**src/hdl/sobf_consts.svh**
```systemverilog
// Constants for the servo offset and bias front end
`ifndef SOBF_CONSTS_SVH
`define SOBF_CONSTS_SVH
`define SOBF_ADDR_CMD     4'h0
`define SOBF_ADDR_STATUS  4'h1
`define SOBF_ADDR_BIAS    4'h2
`define SOBF_ADDR_TRAV    4'h3
`define SOBF_ADDR_AVG_HI  2'h2
`define SOBF_OP_OFFSET    8'h38
`define SOBF_OP_BIAS_CTL  8'h3A
`define SOBF_OP_BIAS_WR   8'h34
`define SOBF_OP_DIV_ONE   8'h3E
`define SOBF_OP_DIV_HQ    8'h3F
`define SOBF_B_MEAS_VC    15
`define SOBF_B_COMP_VC_F  14
`define SOBF_B_MEAS_FE    13
`define SOBF_B_COMP_RF    12
`define SOBF_B_MEAS_RF    11
`define SOBF_B_COMP_FE_F  10
`define SOBF_B_TBAL_MEAS  5
`define SOBF_B_MEAS_TE    4
`define SOBF_B_COMP_ZC    3
`define SOBF_B_TBAL_COMP  2
`define SOBF_B_COMP_TE_T  1
`define SOBF_B_COMP_VC_T  0
`define SOBF_B_BIAS_ADD   14
`define SOBF_B_BIAS_CNT   13
`define SOBF_B_BIAS_UP    12
`define SOBF_B_UNDIV      0
`define SOBF_B_QUARTER    1
`define SOBF_B_HALF       0
`define SOBF_BIASW_KEY    4'hF
`define SOBF_BIASW_VAL    2'h1
`define SOBF_BIASW_LIM    2'h0
`define SOBF_MCK_HZ       5644800
`define SOBF_SERVO_HZ     88200
`define SOBF_RF_HZ        1400000
`define SOBF_SLED_HZ      345
`define SOBF_MCK_PER_SERVO (`SOBF_MCK_HZ / `SOBF_SERVO_HZ)
`define SOBF_MCK_PER_RF   (`SOBF_MCK_HZ / `SOBF_RF_HZ)
`define SOBF_MCK_PER_SLED (`SOBF_MCK_HZ / `SOBF_SLED_HZ)
`define SOBF_AVG_LAST     8'hFF
`define SOBF_AVG_SHIFT    8
`define SOBF_TRAV_SHIFT   4
`define SOBF_BIAS_W       9
`define SOBF_RST_CMD      24'h00_0000
`endif

```
**src/hdl/sobf_pkg.sv**
```systemverilog
// Types for the servo offset and bias front end
package sobf_pkg;
	typedef enum logic [1:0] {meas_idle, meas_align, meas_acc} sobf_meas_t;
	typedef enum logic [1:0] {div_one, div_half, div_quarter} sobf_div_t;
endpackage

```
**src/hdl/sobf_top.sv**
```systemverilog
// Servo clock, offset cancel, balance and focus bias front end
//
// The placing of the registers and the strobed register port were left to the implementer.
`timescale 1ns/1ps
`default_nettype none
`include "sobf_consts.svh"

// Behaviour
// - Servo clock two thirds crystal, then divided
// - Rates hold at nominal 128Fs master clock
// - Focus and tracking sampled at 88.2 kHz
// - Sled sampled at 345 Hz
// - RF sampled at 1.4 MHz, zero measured
// - Servo outputs are 7-bit PWM
// - Average 256 samples into own register
// - Bits 15,13,11,4 start offset measurements
// - Measurement done 2.9 to 5.8 ms
// - Sense shows done when command byte 38
// - RF minus average, clamped at zero
// - Tracking minus centre or tracking average
// - Focus minus centre or focus average
// - Zero-cross path minus focus average
// - Balance bit loads low-pass, freezes after
// - Balance comp subtracts traverse from track, sled
// - Bias enable adds focus bias to focus
// - Bias value written from bits 9..1
// - Counter mode counts up or down
// - Step size 1, 2, 4 or 8
// - One step per focus sample
// - Counter stops at limit, sense on 3A
module sobf_top #(
	parameter int DW       = 8,                 // Sample width
	parameter int SLED_DIV = `SOBF_MCK_PER_SLED // Master ticks per sled sample
)(
	input  wire logic                clk_sys_i,     // Clock, crystal rate
	input  wire logic                sys_rst_i,     // Sync reset
	input  wire logic [3:0]          addr_i,        // Register address
	input  wire logic [31:0]         wdata_i,       // Write data
	input  wire logic                wr_i,          // Write strobe
	input  wire logic                rd_i,          // Read strobe
	output var  logic [31:0]         rdata_o,       // Read data
	input  wire logic                crystal_select_pin_i, // Crystal select
	input  wire logic [DW-1:0]       rf_level_input_i,     // RF level
	input  wire logic [DW-1:0]       centre_voltage_input_i, // Centre
	input  wire logic [DW-1:0]       focus_error_input_i,  // Focus error
	input  wire logic [DW-1:0]       tracking_error_input_i, // Track error
	input  wire logic [DW-1:0]       sled_error_input_i,   // Sled error
	output var  logic signed [DW+1:0] rf_in_o,      // RF input register
	output var  logic signed [DW+1:0] focus_in_o,   // Focus filter input
	output var  logic signed [DW+1:0] track_in_o,   // Tracking input
	output var  logic signed [DW+1:0] sled_in_o,    // Sled input
	output var  logic signed [DW+1:0] zero_cross_o, // Zero-cross input
	output var  logic                focus_pwm_o,   // Focus PWM
	output var  logic                track_pwm_o,   // Tracking PWM
	output var  logic                sled_pwm_o,    // Sled PWM
	output var  logic                sense_output_o // Sense
);
	localparam int W  = DW + 2;
	localparam int SW = DW + `SOBF_AVG_SHIFT;
	localparam int BW = `SOBF_BIAS_W;

	generate
		if (DW < 8 || DW > 16 || SLED_DIV < 2 || SLED_DIV > 65535)
		begin : g_bad
			$error("sobf_top: unsupported parameter values");
		end
	endgenerate

	function automatic logic op_is(input logic [23:0] w,
		input logic [7:0] op);
		return w[23:16] == op;
	endfunction

	function automatic logic signed [W-1:0] ext(input logic [DW-1:0] v);
		return $signed({2'h0, v});
	endfunction

	logic        wr_cmd;
	logic [23:0] wcmd;
	assign wr_cmd = wr_i && (addr_i == `SOBF_ADDR_CMD);
	assign wcmd   = wdata_i[23:0];

	// Master clock enable chain
	logic [1:0]            third_q;
	logic                  two_en_q;
	logic [1:0]            div_q;
	logic                  mck_en_q;
	logic                  undivided_bit_q;
	logic                  half_divide_bit_q;
	logic                  quarter_divide_bit_q;
	sobf_pkg::sobf_div_t   div_sel;

	always_ff @(posedge clk_sys_i)
	begin
		if (sys_rst_i)
		begin
			third_q  <= 2'h0;
			two_en_q <= 1'h0;
		end
		else
		begin
			third_q  <= (third_q == 2'h2) ? 2'h0 : third_q + 2'h1;
			two_en_q <= (third_q != 2'h2);
		end
	end

	always_ff @(posedge clk_sys_i)
	begin
		if (sys_rst_i)
		begin
			undivided_bit_q      <= 1'h0;
			half_divide_bit_q    <= 1'h0;
			quarter_divide_bit_q <= 1'h0;
		end
		else if (wr_cmd && op_is(wcmd, `SOBF_OP_DIV_ONE))
			undivided_bit_q <= wcmd[`SOBF_B_UNDIV];
		else if (wr_cmd && op_is(wcmd, `SOBF_OP_DIV_HQ))
		begin
			half_divide_bit_q    <= wcmd[`SOBF_B_HALF];
			quarter_divide_bit_q <= wcmd[`SOBF_B_QUARTER];
		end
	end

	always_comb
	begin
		if (undivided_bit_q)
			div_sel = sobf_pkg::div_one;
		else if (half_divide_bit_q)
			div_sel = sobf_pkg::div_half;
		else if (quarter_divide_bit_q || crystal_select_pin_i)
			div_sel = sobf_pkg::div_quarter;
		else
			div_sel = sobf_pkg::div_half;
	end

	always_ff @(posedge clk_sys_i)
	begin
		if (sys_rst_i)
		begin
			div_q    <= 2'h0;
			mck_en_q <= 1'h0;
		end
		else
		begin
			if (two_en_q)
				div_q <= div_q + 2'h1;
			mck_en_q <= two_en_q && (div_sel == sobf_pkg::div_one
				|| (div_sel == sobf_pkg::div_half && div_q[0])
				|| (div_sel == sobf_pkg::div_quarter && div_q == 2'h3));
		end
	end

	// Sample rate enables: focus/tracking, RF, sled
	localparam int DIVS [3] = '{`SOBF_MCK_PER_SERVO, `SOBF_MCK_PER_RF,
		SLED_DIV};
	logic [2:0] rate_en;
	logic       servo_en;
	logic       rf_en;
	logic       sled_en;

	for (genvar g = 0; g < 3; g++)
	begin : g_rate
		logic [15:0] cnt_q;
		logic        en_q;
		always_ff @(posedge clk_sys_i)
		begin
			if (sys_rst_i)
			begin
				cnt_q <= 16'h0000;
				en_q  <= 1'h0;
			end
			else
			begin
				en_q <= 1'h0;
				if (mck_en_q && cnt_q == 16'(DIVS[g] - 1))
				begin
					cnt_q <= 16'h0000;
					en_q  <= 1'h1;
				end
				else if (mck_en_q)
					cnt_q <= cnt_q + 16'h0001;
			end
		end
		assign rate_en[g] = en_q;
	end
	assign servo_en = rate_en[0];
	assign rf_en    = rate_en[1];
	assign sled_en  = rate_en[2];

	// Command words
	logic [23:0] cmd_q;
	logic [15:0] off_ctl_q;
	logic [15:0] bias_ctl_q;
	always_ff @(posedge clk_sys_i)
	begin
		if (sys_rst_i)
		begin
			cmd_q      <= `SOBF_RST_CMD;
			off_ctl_q  <= 16'h0000;
			bias_ctl_q <= 16'h0000;
		end
		else if (wr_cmd)
		begin
			cmd_q <= wcmd;
			if (op_is(wcmd, `SOBF_OP_OFFSET))
				off_ctl_q <= wcmd[15:0];
			if (op_is(wcmd, `SOBF_OP_BIAS_CTL))
				bias_ctl_q <= wcmd[15:0];
		end
	end

	logic rf_offset_comp, track_centre_comp, track_self_comp;
	logic focus_centre_comp, focus_self_comp, zero_cross_comp;
	logic balance_measure, balance_comp, bias_add_enable;
	logic bias_counter_mode, bias_count_direction;
	logic [1:0] bias_step_sel;
	assign rf_offset_comp       = off_ctl_q[`SOBF_B_COMP_RF];
	assign track_centre_comp    = off_ctl_q[`SOBF_B_COMP_VC_T];
	assign track_self_comp      = off_ctl_q[`SOBF_B_COMP_TE_T];
	assign focus_centre_comp    = off_ctl_q[`SOBF_B_COMP_VC_F];
	assign focus_self_comp      = off_ctl_q[`SOBF_B_COMP_FE_F];
	assign zero_cross_comp      = off_ctl_q[`SOBF_B_COMP_ZC];
	assign balance_measure      = off_ctl_q[`SOBF_B_TBAL_MEAS];
	assign balance_comp         = off_ctl_q[`SOBF_B_TBAL_COMP];
	assign bias_add_enable      = bias_ctl_q[`SOBF_B_BIAS_ADD];
	assign bias_counter_mode    = bias_ctl_q[`SOBF_B_BIAS_CNT];
	assign bias_count_direction = bias_ctl_q[`SOBF_B_BIAS_UP];
	assign bias_step_sel        = bias_ctl_q[11:10];

	// Offset measurement, index 0 RF, 1 centre, 2 focus, 3 tracking
	sobf_pkg::sobf_meas_t meas_q;
	logic [3:0]  meas_sel_q;
	logic [7:0]  meas_cnt_q;
	logic        meas_done_q;
	logic [3:0]  start_sel;
	logic        meas_start;
	logic        meas_last;
	logic [DW-1:0] smp [4];
	logic [DW-1:0] avg [4];

	assign start_sel = {wcmd[`SOBF_B_MEAS_TE], wcmd[`SOBF_B_MEAS_FE],
		wcmd[`SOBF_B_MEAS_VC], wcmd[`SOBF_B_MEAS_RF]};
	// New starts are ignored while a measurement runs
	assign meas_start = wr_cmd && op_is(wcmd, `SOBF_OP_OFFSET)
		&& |start_sel && meas_q == sobf_pkg::meas_idle;
	assign meas_last = meas_q == sobf_pkg::meas_acc && servo_en
		&& meas_cnt_q == `SOBF_AVG_LAST;
	assign smp[0] = rf_level_input_i;
	assign smp[1] = centre_voltage_input_i;
	assign smp[2] = focus_error_input_i;
	assign smp[3] = tracking_error_input_i;

	always_ff @(posedge clk_sys_i)
	begin
		if (sys_rst_i)
		begin
			meas_q     <= sobf_pkg::meas_idle;
			meas_sel_q <= 4'h0;
			meas_cnt_q <= 8'h00;
		end
		else
		begin
			case (meas_q)
				sobf_pkg::meas_idle:
					if (meas_start)
					begin
						meas_q     <= sobf_pkg::meas_align;
						meas_sel_q <= start_sel;
					end
				sobf_pkg::meas_align:
					if (servo_en)
					begin
						meas_q     <= sobf_pkg::meas_acc;
						meas_cnt_q <= 8'h00;
					end
				sobf_pkg::meas_acc:
					if (meas_last)
						meas_q <= sobf_pkg::meas_idle;
					else if (servo_en)
						meas_cnt_q <= meas_cnt_q + 8'h01;
				default:
					meas_q <= sobf_pkg::meas_idle;
			endcase
		end
	end

	always_ff @(posedge clk_sys_i)
	begin
		if (sys_rst_i)
			meas_done_q <= 1'h0;
		else if (meas_last)
			meas_done_q <= 1'h1;
		else if (meas_start)
			meas_done_q <= 1'h0;
	end

	for (genvar i = 0; i < 4; i++)
	begin : g_avg
		logic [SW-1:0] sum_q;
		logic [SW-1:0] sum_nx;
		logic [DW-1:0] avg_q;
		assign sum_nx = sum_q + SW'(smp[i]);
		always_ff @(posedge clk_sys_i)
		begin
			if (sys_rst_i)
			begin
				sum_q <= '0;
				avg_q <= '0;
			end
			else if (meas_q == sobf_pkg::meas_align && servo_en)
				sum_q <= '0;
			else if (meas_q == sobf_pkg::meas_acc && servo_en
				&& meas_sel_q[i])
			begin
				sum_q <= sum_nx;
				if (meas_cnt_q == `SOBF_AVG_LAST)
					avg_q <= sum_nx[SW-1 -: DW];
			end
		end
		assign avg[i] = avg_q;
	end

	// Compensated paths
	logic signed [W-1:0]  rf_diff, foc_base, trk_base, sld_base, bal;
	logic signed [W-1:0]  trav_q;
	logic signed [W:0]    trav_step;
	logic signed [BW-1:0] bias_q;
	logic signed [BW-1:0] limit_q;
	logic signed [W-1:0]  bias_ext;

	always_comb
	begin
		rf_diff  = ext(rf_level_input_i) - ext(avg[0]);
		foc_base = ext(focus_error_input_i) - (focus_centre_comp ?
			ext(avg[1]) : focus_self_comp ? ext(avg[2]) : '0);
		trk_base = ext(tracking_error_input_i) - (track_centre_comp ?
			ext(avg[1]) : track_self_comp ? ext(avg[3]) : '0);
		sld_base = ext(sled_error_input_i) - (track_centre_comp ?
			ext(avg[1]) : track_self_comp ? ext(avg[3]) : '0);
		bal      = balance_comp ? trav_q : '0;
		bias_ext = bias_add_enable ? W'(bias_q) : '0;
	end

	always_ff @(posedge clk_sys_i)
	begin
		if (sys_rst_i)
		begin
			focus_in_o   <= '0;
			track_in_o   <= '0;
			zero_cross_o <= '0;
		end
		else if (servo_en)
		begin
			focus_in_o   <= foc_base + bias_ext;
			track_in_o   <= trk_base - bal;
			zero_cross_o <= ext(focus_error_input_i)
				- (zero_cross_comp ? ext(avg[2]) : '0);
		end
	end

	always_ff @(posedge clk_sys_i)
	begin
		if (sys_rst_i)
			sled_in_o <= '0;
		else if (sled_en)
			sled_in_o <= sld_base - bal;
	end

	always_ff @(posedge clk_sys_i)
	begin
		if (sys_rst_i)
			rf_in_o <= '0;
		else if (rf_en)
			rf_in_o <= !rf_offset_comp ? ext(rf_level_input_i)
				: (rf_diff < 0) ? '0 : rf_diff;
	end

	// First-order low-pass; coarse shift trades speed for ripple
	// Signed operands so the shift keeps the sign of a falling error
	assign trav_step = ($signed({trk_base[W-1], trk_base})
		- $signed({trav_q[W-1], trav_q})) >>> `SOBF_TRAV_SHIFT;
	always_ff @(posedge clk_sys_i)
	begin
		if (sys_rst_i)
			trav_q <= '0;
		else if (balance_measure && servo_en)
			trav_q <= trav_q + trav_step[W-1:0];
	end

	// Focus bias register and counter
	logic signed [BW:0] gap;
	logic signed [BW:0] step;
	logic               bias_stop;
	logic               bias_wr;
	assign gap  = {limit_q[BW-1], limit_q} - {bias_q[BW-1], bias_q};
	assign step = $signed((BW+1)'(1) << bias_step_sel);
	assign bias_stop = bias_counter_mode && bias_q == limit_q;
	assign bias_wr = wr_cmd && op_is(wcmd, `SOBF_OP_BIAS_WR)
		&& wcmd[15:12] == `SOBF_BIASW_KEY;

	always_ff @(posedge clk_sys_i)
	begin
		if (sys_rst_i)
		begin
			bias_q  <= '0;
			limit_q <= '0;
		end
		else if (bias_wr)
		begin
			if (wcmd[11:10] == `SOBF_BIASW_VAL)
				bias_q <= wcmd[9:1];
			else if (wcmd[11:10] == `SOBF_BIASW_LIM)
				limit_q <= wcmd[9:1];
		end
		else if (servo_en && bias_counter_mode && !bias_stop)
		begin
			// Large steps land on the limit instead of passing it
			if (bias_count_direction)
				bias_q <= (gap > 0 && gap <= step) ? limit_q
					: bias_q + step[BW-1:0];
			else
				bias_q <= (gap < 0 && -gap <= step) ? limit_q
					: bias_q - step[BW-1:0];
		end
	end

	always_ff @(posedge clk_sys_i)
	begin
		if (sys_rst_i)
			sense_output_o <= 1'h0;
		else if (op_is(cmd_q, `SOBF_OP_OFFSET))
			sense_output_o <= meas_done_q;
		else if (op_is(cmd_q, `SOBF_OP_BIAS_CTL))
			sense_output_o <= bias_stop;
		else
			sense_output_o <= 1'h0;
	end

	// PWM, period 128 master ticks
	logic [6:0] pwm_cnt_q;
	logic signed [W-1:0] pwm_src [3];
	logic [2:0] pwm;
	assign pwm_src[0] = focus_in_o;
	assign pwm_src[1] = track_in_o;
	assign pwm_src[2] = sled_in_o;

	always_ff @(posedge clk_sys_i)
	begin
		if (sys_rst_i)
			pwm_cnt_q <= 7'h00;
		else if (mck_en_q)
			pwm_cnt_q <= pwm_cnt_q + 7'h01;
	end

	for (genvar k = 0; k < 3; k++)
	begin : g_pwm
		logic [6:0] duty;
		logic       pwm_q;
		assign duty = {~pwm_src[k][W-1], pwm_src[k][W-2 -: 6]};
		always_ff @(posedge clk_sys_i)
		begin
			if (sys_rst_i)
				pwm_q <= 1'h0;
			else
				pwm_q <= duty > pwm_cnt_q;
		end
		assign pwm[k] = pwm_q;
	end
	assign focus_pwm_o = pwm[0];
	assign track_pwm_o = pwm[1];
	assign sled_pwm_o  = pwm[2];

	// Read port; data stands one cycle only
	always_ff @(posedge clk_sys_i)
	begin
		if (sys_rst_i || !rd_i)
			rdata_o <= 32'h0000_0000;
		else if (addr_i == `SOBF_ADDR_CMD)
			rdata_o <= {8'h00, cmd_q};
		else if (addr_i == `SOBF_ADDR_STATUS)
			rdata_o <= 32'({div_sel, bias_stop, meas_done_q,
				meas_q != sobf_pkg::meas_idle});
		else if (addr_i == `SOBF_ADDR_BIAS)
			rdata_o <= {7'h00, limit_q, 7'h00, bias_q};
		else if (addr_i == `SOBF_ADDR_TRAV)
			rdata_o <= 32'($unsigned(trav_q));
		else if (addr_i[3:2] == `SOBF_ADDR_AVG_HI)
			rdata_o <= 32'(avg[addr_i[1:0]]);
		else
			rdata_o <= 32'h0000_0000;
	end
endmodule
`default_nettype wire

```
**config.mk**
```make
export PLATFORM = sky130hd
export DESIGN_NAME = sobf_top
export DESIGN_NICKNAME = d
export VERILOG_FILES = /design/src/hdl/sobf_pkg.sv /design/src/hdl/sobf_top.sv
export VERILOG_INCLUDE_DIRS = /design/src /design/src/hdl
export SDC_FILE = /design/constraint.sdc
export NUM_CORES = 1
export LEC_CHECK = 0
export BUFFER_PORTS_ARGS = -buffer_cell sky130_fd_sc_hd__buf_2
export CORE_UTILIZATION = 35
export CTS_BUF_LIST = sky130_fd_sc_hd__clkbuf_4
export DETAILED_ROUTE_END_ITERATION = 12
export SETUP_SLACK_MARGIN = 0.1
export SYNTH_ARGS = -nofsm -noshare
export SYNTH_HDL_FRONTEND = slang
export SYNTH_SLANG_ARGS = --single-unit
```
**constraint.sdc**
```tcl
create_clock -name clk_sys_i -period 7.2 [get_ports clk_sys_i]
set_clock_uncertainty 0.05 [all_clocks]
set_input_delay 0 -clock clk_sys_i [delete_from_list [all_inputs] [get_ports clk_sys_i]]
set_output_delay 0 -clock clk_sys_i [all_outputs]
set_load 0.05 [all_outputs]
```
==> results.toml, run 1 <==
[die]
start_util_pct = 35.71
die_h_um = 240.2
die_w_um = 240.2
pin_count = 167
coreArea_um2 = 55630
rows = 86
dieArea_um2 = 57720

[synth]
synth_xor_area_share_pct = 9.120
yosysWarnings = 0
yosysTopAreaCell = "dfxtp_1"
synth_cell_types = 84
synth_seq_cells = 319
synth-edff-count = 0
avgSynthCellArea_um2 = 8.099
ys_seq_area_share_pct = 32.15
netlist_instances = 2453
yosys.area.top_type_share_pct = 32.15
synth_top_family_by_area = "simple AND/OR/NAND/NOR gates"
synth_compound_area_share_pct = 15.57
synth_simple_gate_area_share_pct = 21.89
netlist_top_cells_area = "dfxtp_1 32%, ha_1 10%, nor2_1 5.7%, nand2_1 5.0%, xnor2_1 4.9%"
synthAdderAreaFrac_pct = 12.15
async_reset_ff_share_pct = 0
netlist_area_um2 = 19870
synth_ff_type = "dfxtp_1"
muxShareOfSynthArea_pct = 4.327

[clocking]
cts_sinks = 319
cts_buffer_depth = 3
clk_pin_slew_ns = 0.07
numCtsBuffers = 92
htreeDepth = 3
root_buffer = "clkbuf_4"
cts_tree = "yes"
insertion_delay_ns = 0.83

[worst_setup_path]
critPathTopFamily = "compound AO/OA/AOI/OAI gates"
crit_type = "flop to flop"
critPathRequiredTime_ns = 7.91
crit_path_start_kind = "flop"
reg2reg_depth = 22
worst-endpoint-arrival_ns = 6.79
crit_path_cell_trace = "nand2_1, o21ai_0, ha_1, inv_1, fa_1, a31oi_1, o31ai_1, maj3_1, maj3_1, a31oi_1, ha_1, inv_1, or4_1, o21ai_0, ha_1, inv_1, o21bai_1, o41ai_1, o21ai_0, xnor2_1, or3_1, a21oi_1"
regToRegEndpoint = "trav_q[9]"
path_max_fanout = 9
path_buf_inv = 3
cp-end-kind = "flop"
r2r_start = "off_ctl_q[1]"
slowest_stage = "dfxtp_1"
cpPeakStageDelay_ns = 0.48
ff2ff_setup_slack_ns = 1.11

[global_routing]
antenna_found_initial = 4
track_usage_pct = 21.13
grt_max_degree = 71
grt-ovfl-total = 0
grt_first_pass_wirelength_um = 96030
grt_pass1_vias = 18110

[detailed_routing]
drc = 0
drt_iter0_drc = 1235
viasPerCell = 5.225
routedWlPerCell_um = 16.99
dr.pass1.iters = 5
vias = 18670
ant_nets = 0
routed_wl_um = 60720

[placement]
place_area_um2 = 21230
dpl.hpwl_um = 43880
globalplace.congestion = 0.9108
port_buffers = 149

[worst_hold_path]
hp-start = "wdata_i[5]"
hold_depth = 4
hold_end = "off_ctl_q[5]"
hold_path.class = "primary input to flop"

[flow_run]
maxCapViolCount = 0

[pwr]
internal_power_w = 0.002825
power_density_nw_per_um2 = 163.5
switching_share_pct = 27.45
comb_power_share_pct = 9.6
p_switching_w = 0.001069
ir_worst_vdd_mv = 0.09145
p_total_w = 0.003893
p_clk_share_pct = 44.7
pwr-share-seq_pct = 45.7
power_leakage_nw = 9.477

[sta]
setup_tns_ns = 0
grt_setup_unrepaired = "no"
worstMarginPinSlew_ns = 1.185
min_period_ns = 6.087
setup_viol_count_final = 0
slew_violations = 0
relSlewSlack_pct = 20.38
finalCritPeriodShare_pct = 84.54
clock.fmax_mhz = 164.3
hold_violations = 0

[final_layout]
drive_gt1_share_pct = 12.17
finish.instance_area_um2 = 23820
syn_to_final_growth_pct = 19.88
final_nets = 3005

[outcome]
status = "finished, final reports clean"
-- worst register-to-register path, cell delays in order (launching register included) --
cell,delay [ns]
dfxtp_1,0.48
nand2_1,0.08
o21ai_0,0.46
ha_1,0.28
inv_1,0.06
fa_1,0.43
a31oi_1,0.16
o31ai_1,0.11
maj3_1,0.37
maj3_1,0.39
a31oi_1,0.47
ha_1,0.25
inv_1,0.07
or4_1,0.39
o21ai_0,0.46
ha_1,0.36
inv_1,0.08
o21bai_1,0.07
o41ai_1,0.11
o21ai_0,0.23
xnor2_1,0.17
or3_1,0.33
a21oi_1,0.14
-- per-stage QoR --
step	instances	setup WS [ns]	util, %	hold slack, ns
2_1_floorplan	2461	1.957	-	0.08596
3_3_place_gp	3260	1.359	38.17	0.2133
3_5_place_dp	3260	1.235	38.17	0.2105
4_1_cts	3566	1.232	42.78	0.001775
5_1_grt	3571	0.8539	42.80	0.04054
6_report	3573	1.113	42.81	0.07248
-- how the worst max path moves through the flow --
stage            startpoint  slack [ns]  cells after the start        end
5_1_grt        off_ctl_q[1]        0.85                     23  trav_q[9]
4_1_cts        off_ctl_q[1]        1.23                     22  trav_q[9]
3_3_place_gp   off_ctl_q[1]        1.36                     22  trav_q[9]
3_5_place_dp   off_ctl_q[1]        1.24                     22  trav_q[9]
6_report       off_ctl_q[1]        1.11                     22  trav_q[9]
2_1_floorplan  off_ctl_q[0]        1.96                     23  trav_q[9]
-- cell usage in the layout, fill, tap and decap left out, types with 62 or more instances in the layout --
cell,n
mux2i_1,62
inv_1,121
dfxtp_1,318
nor2_1,303
o21ai_0,91
nand2_1,263
xnor2_1,112
nand3_1,62
dlygate4sd3_1,139
a21oi_1,194
nor3_1,68
clkbuf_4,128
xor2_1,93
buf_2,148
ha_1,164
-- timing repair --
| item | CTS | global route |
|---|---|---|
| hold buffers | 139 | 0 |
| buffers inserted | 0 | 0 |
| endpoints found under the hold margin | 206 | 0 |
| gates resized for setup | 0 | 0 |
-- cells by family (layout without fill, tap and decap cells) --
| kind of cell | after synthesis | count (layout) |
|---|---|---|
| multiplexers | 75 | 75 |
| other | 1 | 16 |
| flip-flops | 319 | 319 |
| AO/OA/AOI/OAI | 494 | 494 |
| adder cells (fa/ha/maj) | 185 | 185 |
| XOR/XNOR | 206 | 206 |
| buffers and inverters | 238 | 595 |
| AND/OR/NAND/NOR | 935 | 935 |
-- area by class of cell --
| type | instances | area [um2] |
|---|---|---|
| repair buffers | 303 | 2256 |
| clock buffers | 128 | 960.9 |
| well taps | 748 | 935.9 |
| multi-input cells | 1904 | 12570 |
| inverters | 125 | 469.2 |
| fillers | 5614 | 31810 |
| clock inverters | 39 | 215.2 |
| diodes | 7 | 17.52 |
| flip-flops and latches | 319 | 6387 |
-- power groups by stage --
stage	clock network, W	registers, W	logic (W)
finish	0.00174	0.00178	0.000374
global placement	0	0.00182	0.000311
global route	0.00190	0.00178	0.000409
detailed placement	0	0.00182	0.000320
CTS	0.00180	0.00178	0.000371
floorplan	0	0.00182	0.000214
-- sequential cells by signal, indices dropped and copies added (netlist names), 7 cells and up --
name	count
rdata_o	25
trav_q	10
g_avg.sum_q	64
zero_cross_o	9
g_rate.cnt_q	48
cmd_q	24
bias_q	9
meas_cnt_q	8
sled_in_o	10
limit_q	9
off_ctl_q	8
rf_in_o	8
track_in_o	10
focus_in_o	10
g_avg.avg_q	32
pwm_cnt_q	7
-- layer usage --
layer | track usage (%) | wire [um] | vias to the layer above
met5 | 0 | 0 | -
met4 | 6.910 | 1471 | 0
met3 | 4.420 | 3956 | 105
met2 | 34.63 | 27910 | 547
met1 | 27.49 | 27380 | 8824
li1 | - | - | 9194
-- cell usage after synthesis (all sizes together) (7+ instances only) --
cell	n
o211a	8
nor3	69
a21oi	194
or3	24
nand3b	7
fa	15
nor2b	37
mux2i	63
a21boi	13
o211ai	13
clkbuf	83
dfxtp	319
a22o	9
nand2b	11
ha	164
inv	122
nand3	62
and3	30
o21a	9
xor2	94
o21ai	93
a211oi	43
buf	30
and2	33
nor2	303
xnor2	112
nor4	18
mux4	8
o21bai	14
a31oi	9
nand4	46
nand2	264
a21o	27
Power figures use the tool's default switching activity.
==> run 2: changes to the inputs <==
==> constraint.sdc (replaced) <==
create_clock -name clk_sys_i -period 5.6 [get_ports clk_sys_i]
set_clock_uncertainty 0.05 [all_clocks]
set_input_delay 0 -clock clk_sys_i [delete_from_list [all_inputs] [get_ports clk_sys_i]]
set_output_delay 0 -clock clk_sys_i [all_outputs]
set_load 0.05 [all_outputs]
==> run 2 against run 1 <==
Flip-flop and latch count unchanged. Power increased by 27%. Count of clock-buffer cells in the layout increased by 5. First-iteration DRC count increased by 7.2%. Clock power increased by 25%. Worst setup slack got worse by 0.75 ns. Via count increased by 0.49%. Die area unchanged. Combinational power increased by 31%. Sequential share of layout area decreased by 0.25 points. Utilization increased by 0.41 points. Worst hold slack improved by 0.0052 ns. Critical endpoint unchanged. Largest power group unchanged. Highest routed layer unchanged.
==> results.toml, run 2 (synthesis results as in run 1) <==
[outcome]
status = "finished, final reports clean"

[worst_hold_path]
hold_depth = 5
hold_path.class = "primary input to flop"

[pwr]
p_total_w = 0.004957
power_density_nw_per_um2 = 206.2
ir_worst_vdd_mv = 0.1274
power_leakage_nw = 9.572

[final_layout]
reg.largest.list = "g_avg.sum_q x64, g_rate.cnt_q x48, g_avg.avg_q x32"
drive_gt1_share_pct = 12.76
fillers = 5557
final_cell_mix = "317 x dfxtp_1, 302 x nor2_1, 263 x nand2_1"
finish.instance_area_um2 = 24040
largest_reg_flops = 64
stdcell_count = 3591
final_nets = 3030
regMostFlops = "g_avg.sum_q"
syn_to_final_growth_pct = 21.02
final_common_cell = "dfxtp_1"

[sta]
clock.fmax_mhz = 190.9
setup_tns_ns = 0
slew_violations = 0
min_period_ns = 5.238
setup_viol_count_final = 0
relSlewSlack_pct = 12.31
finalCritPeriodShare_pct = 93.54
grt_setup_unrepaired = "no"
hold_violations = 0
worstMarginPinSlew_ns = 1.282

[worst_setup_path]
cpPeakStageDelay_ns = 0.47
crit_type = "flop to flop"
worst-endpoint-arrival_ns = 5.93
cp.depth = 23
slowest_stage = "o41a_1"
crit_path_start_kind = "flop"
ff2ff_setup_slack_ns = 0.36
critPathTopFamily = "compound AO/OA/AOI/OAI gates"
path_max_fanout = 9
critPathRequiredTime_ns = 6.29
cp-end-kind = "flop"
reg2reg_depth = 23
path_buf_inv = 2
crit_path_cell_trace = "buf_4, nand3b_1, and2_4, ha_1, a21o_1, maj3_1, a21oi_1, o31a_1, xnor2_1, ha_1, inv_1, a21oi_1, o41a_1, o21a_1, nor2_1, ha_1, nand2_1, o21ai_1, o41ai_2, o21ai_1, xnor2_1, or3_1, a21oi_1"

[die]
pin_count = 167
dieArea_um2 = 57720
start_util_pct = 35.71
die_h_um = 240.2
die_w_um = 240.2
rows = 86
coreArea_um2 = 55630

[placement]
dpl.hpwl_um = 44320
placed_cells = 3268
globalplace.congestion = 0.9152
port_buffers = 149
place_area_um2 = 21290

[detailed_routing]
wl_met3_um = 4132
ant_nets = 0
routedWlPerCell_um = 16.93
dr.pass1.iters = 6
drc = 0
viasPerCell = 5.224
drt_iter0_drc = 1324
vias = 18760
met1Wirelength_um = 27360
routed_wl_um = 60790
dr_wl_met2_um = 27780
top_layer = "met4"

[clocking]
clk_pin_slew_ns = 0.06
htreeDepth = 3
cts_buffer_depth = 3
cts_tree = "yes"
numCtsBuffers = 92
cts_sinks = 319
insertion_delay_ns = 0.85
root_buffer = "clkbuf_4"

[global_routing]
grt_first_pass_wirelength_um = 96570
grt_max_degree = 101
grt-ovfl-total = 0
track_usage_pct = 21.23
grt_pass1_vias = 18130
antenna_found_initial = 5

[flow_run]
maxCapViolCount = 0
-- run 2: timing repair --
action,in CTS,in global routing
hold endpoints to repair,182,0
resized for setup,4,9
endpoints found under the setup margin,1,3
buffers inserted,1,3
hold buffers,152,0
pin swaps,2,6
-- run 2: final cells by class --
class	count	area (um2)	share of cell area (%)
antenna	6	15.01	0.06245
clock buffer	133	998.5	4.153
clock inverter	28	147.6	0.6141
inverter	125	469.2	1.951
multi-input combinational	1904	12610	52.46
sequential	319	6389	26.57
tap	748	935.9	3.893
timing repair buffer	328	2476	10.30
-- run 2: metrics by stage --
stage / setup WS, ns / utilization (%) / hold WS (ns)
2_1_floorplan: 0.3565 / - / 0.08596
3_3_place_gp: 0.1164 / 38.27 / 0.2132
3_5_place_dp: 0.03843 / 38.27 / 0.2131
6_report: 0.3618 / 43.22 / 0.07770
4_1_cts: 0.1096 / 43.10 / 0.003798
5_1_grt: 0.08751 / 43.21 / 0.01520
-- run 2: worst reg2reg max path, cell delays in order, from the launching register on --
cell,delay [ns]
dfxtp_2,0.36
buf_4,0.17
nand3b_1,0.21
and2_4,0.19
ha_1,0.27
a21o_1,0.18
maj3_1,0.39
a21oi_1,0.14
o31a_1,0.19
xnor2_1,0.16
ha_1,0.28
inv_1,0.11
a21oi_1,0.06
o41a_1,0.47
o21a_1,0.20
nor2_1,0.13
ha_1,0.29
nand2_1,0.08
o21ai_1,0.09
o41ai_2,0.33
o21ai_1,0.16
xnor2_1,0.15
or3_1,0.31
a21oi_1,0.14
-- run 2: worst paths after layout --
kind                startpoint         to
setup / recovery  off_ctl_q[0]  trav_q[9]
hold / removal      wdata_i[8]  bias_q[7]
hold reg to reg      cmd_q[13]  cmd_q[13]
setup reg to reg  off_ctl_q[0]  trav_q[9]
-- run 2: report_power, final --
| group | total (W) | internal [W] | leakage, nW | switching [W] |
|---|---|---|---|---|
| combinational | 0.000491 | 0.000207 | 6.32 | 0.000284 |
| sequential | 0.00229 | 0.00228 | 2.57 | 0.00000847 |
| clock | 0.00218 | 0.00113 | 0.679 | 0.00104 |
-- run 2: metal layers --
layer,vias up,track usage [%]
li1,9220,-
met1,8830,27.36
met2,611,34.77
met3,100,4.753
met4,0,7.180
met5,-,0
==> run 3: changes to the inputs <==
--- a/config.mk
+++ b/config.mk
@@ -10,6 +10,7 @@
 export CORE_UTILIZATION = 35
 export CTS_BUF_LIST = sky130_fd_sc_hd__clkbuf_4
 export DETAILED_ROUTE_END_ITERATION = 12
+export PLACE_DENSITY = 0.55
 export SETUP_SLACK_MARGIN = 0.1
 export SYNTH_ARGS = -nofsm -noshare
 export SYNTH_HDL_FRONTEND = slang
==> run 3 against run 2 <==
Power is 0.53% lower. Sequential share of layout area is 0.10 points higher. Cell area is 0.36% lower. Count of clock-buffer cells in the layout is 7 lower. Worst hold slack better by 0.0076 ns. Non-clock buffer count is 5 lower. Global-route usage hardly changed. Flip-flop and latch count stayed put. Combinational power hardly changed. Critical path depth stayed put. Routed wire length is 0.70% higher. Largest cell class unchanged.
==> results.toml, run 3 (synthesis results as in run 1) <==
[worst_setup_path]
crit_path_start_kind = "flop"
path_max_fanout = 4
cp-end-kind = "flop"
crit_type = "flop to flop"
critPathRequiredTime_ns = 6.33
worst-endpoint-arrival_ns = 6.02

[final_layout]
drive_gt1_share_pct = 12.41
reg.largest.list = "g_avg.sum_q x64, g_rate.cnt_q x48, g_avg.avg_q x32"
final_common_cell = "dfxtp_1"
largest_reg_flops = 64
final_nets = 3024
syn_to_final_growth_pct = 20.59
final_cell_mix = "318 x dfxtp_1, 303 x nor2_1, 263 x nand2_1"
final_util_pct = 43.06
finish.instance_area_um2 = 23960
regMostFlops = "g_avg.sum_q"
stdcell_count = 3578

[clocking]
cts_buffer_depth = 3
insertion_delay_ns = 0.86
numCtsBuffers = 91
root_buffer = "clkbuf_4"
htreeDepth = 3
cts_sinks = 319
cts_tree = "yes"
clk_pin_slew_ns = 0.07

[flow_run]
maxCapViolCount = 0

[sta]
worstMarginPinSlew_ns = 1.196
grt_setup_unrepaired = "no"
relSlewSlack_pct = 20.09
setup_viol_count_final = 0
setup_tns_ns = 0
hold_violations = 0
min_period_ns = 5.292
clock.fmax_mhz = 189.0
whs_ns = 0.08535
finalCritPeriodShare_pct = 94.50
slew_violations = 0

[placement]
placed_cells = 3265
dpl.hpwl_um = 44420
globalplace.congestion = 0.9159
port_buffers = 149
place_area_um2 = 21270

[detailed_routing]
ant_nets = 0
vias = 18520
routedWlPerCell_um = 17.11
routed_wl_um = 61220
drc = 0
dr.pass1.iters = 6
drt_iter0_drc = 1378
viasPerCell = 5.177

[pwr]
switching_share_pct = 27.55
power_density_nw_per_um2 = 205.8
internal_power_w = 0.003572
comb_power_share_pct = 9.9
power_leakage_nw = 9.533
pwr-share-seq_pct = 46.4
p_switching_w = 0.001358
ir_worst_vdd_mv = 0.1078
p_clk_share_pct = 43.7

[global_routing]
grt_pass1_vias = 17950
grt-ovfl-total = 0
grt_first_pass_wirelength_um = 95620
antenna_found_initial = 3
grt_max_degree = 93
track_usage_pct = 21.20

[outcome]
status = "finished, final reports clean"

[worst_hold_path]
hold_path.class = "primary input to flop"

[die]
coreArea_um2 = 55630
start_util_pct = 35.71
die_w_um = 240.2
die_h_um = 240.2
dieArea_um2 = 57720
pin_count = 167
rows = 86
==> run 3: cell types whose count changed in the layout (fill, tap and decap cells not counted), moves of 3 or more <==
cell      previous run  this run
clkinv_1            24        21
clkbuf_4           133       126
clkinv_2             2         6
diode_2              6         2
buf_4               27        22
==> run 3: per-layer routing <==
metal	track usage [%]	part of all wire, %	vias up
met5	0	0.056	-
li1	-	-	9214
met3	4.948	6.8	108
met4	8.203	2.7	4
met2	33.41	44	520
met1	27.88	46	8678
==> run 3: stage by stage <==
step,worst slack (ns),power [W]
finish,0.3082,0.004930
detailed placement,0.02686,0.002751
global placement,0.1095,0.002742
floorplan,0.3565,0.002618
global route,0.01620,0.005176
CTS,0.2052,0.005000
==> run 3: repair_timing <==
action,in CTS,in global routing
setup endpoints to repair,1,3
cloned,0,0
resized for setup,2,9
setup buffers,0,2
hold endpoints to repair,226,0
pin swaps,0,4
hold buffers,152,0
==> run 3: final cells by class <==
cell class	count	area (um2)
fillers	5614	31670
multi-input cells	1904	12600
flip-flops and latches	319	6390
repair buffers	323	2439
clock buffers	126	945.9
well taps	748	935.9
inverters	125	469.2
clock inverters	31	171.4
diodes	2	5.005
==> run 3: power by group through the flow <==
| stage | Combinational, W | Clock (W) | Sequential (W) |
|---|---|---|---|
| after floorplan | 0.000275 | 0 | 0.00234 |
| after global placement | 0.000403 | 0 | 0.00234 |
| after detailed placement | 0.000412 | 0 | 0.00234 |
| after CTS | 0.000484 | 0.00223 | 0.00229 |
| after global routing | 0.000539 | 0.00235 | 0.00229 |
| final | 0.000489 | 0.00215 | 0.00229 |
==> run 3: path summary, 6_finish.rpt <==
path	start	endpoint	cells after the start	slack [ns]
worst min register to register	third_q[0]	third_q[0]	1	0.37
worst min-delay path	wdata_i[3]	limit_q[2]	4	0.09
worst max register to register	g_avg[3].avg_q[0]	trav_q[9]	23	0.31
worst max-delay path	g_avg[3].avg_q[0]	trav_q[9]	23	0.31
==> run 3: critical path, stage by stage, from the launching register on <==
cell,delay [ns]
dfxtp_1,0.35
nand2_1,0.07
o21ai_2,0.23
ha_1,0.19
inv_1,0.05
fa_1,0.42
a31oi_1,0.16
o31ai_1,0.13
maj3_1,0.37
maj3_1,0.42
xor2_2,0.18
ha_1,0.32
o21a_1,0.18
o41a_1,0.15
o21a_1,0.21
nor2_1,0.12
ha_1,0.29
nand2_1,0.09
o21ai_1,0.09
o41ai_2,0.42
o21ai_1,0.15
xnor2_1,0.15
or3_1,0.30
a21oi_1,0.14
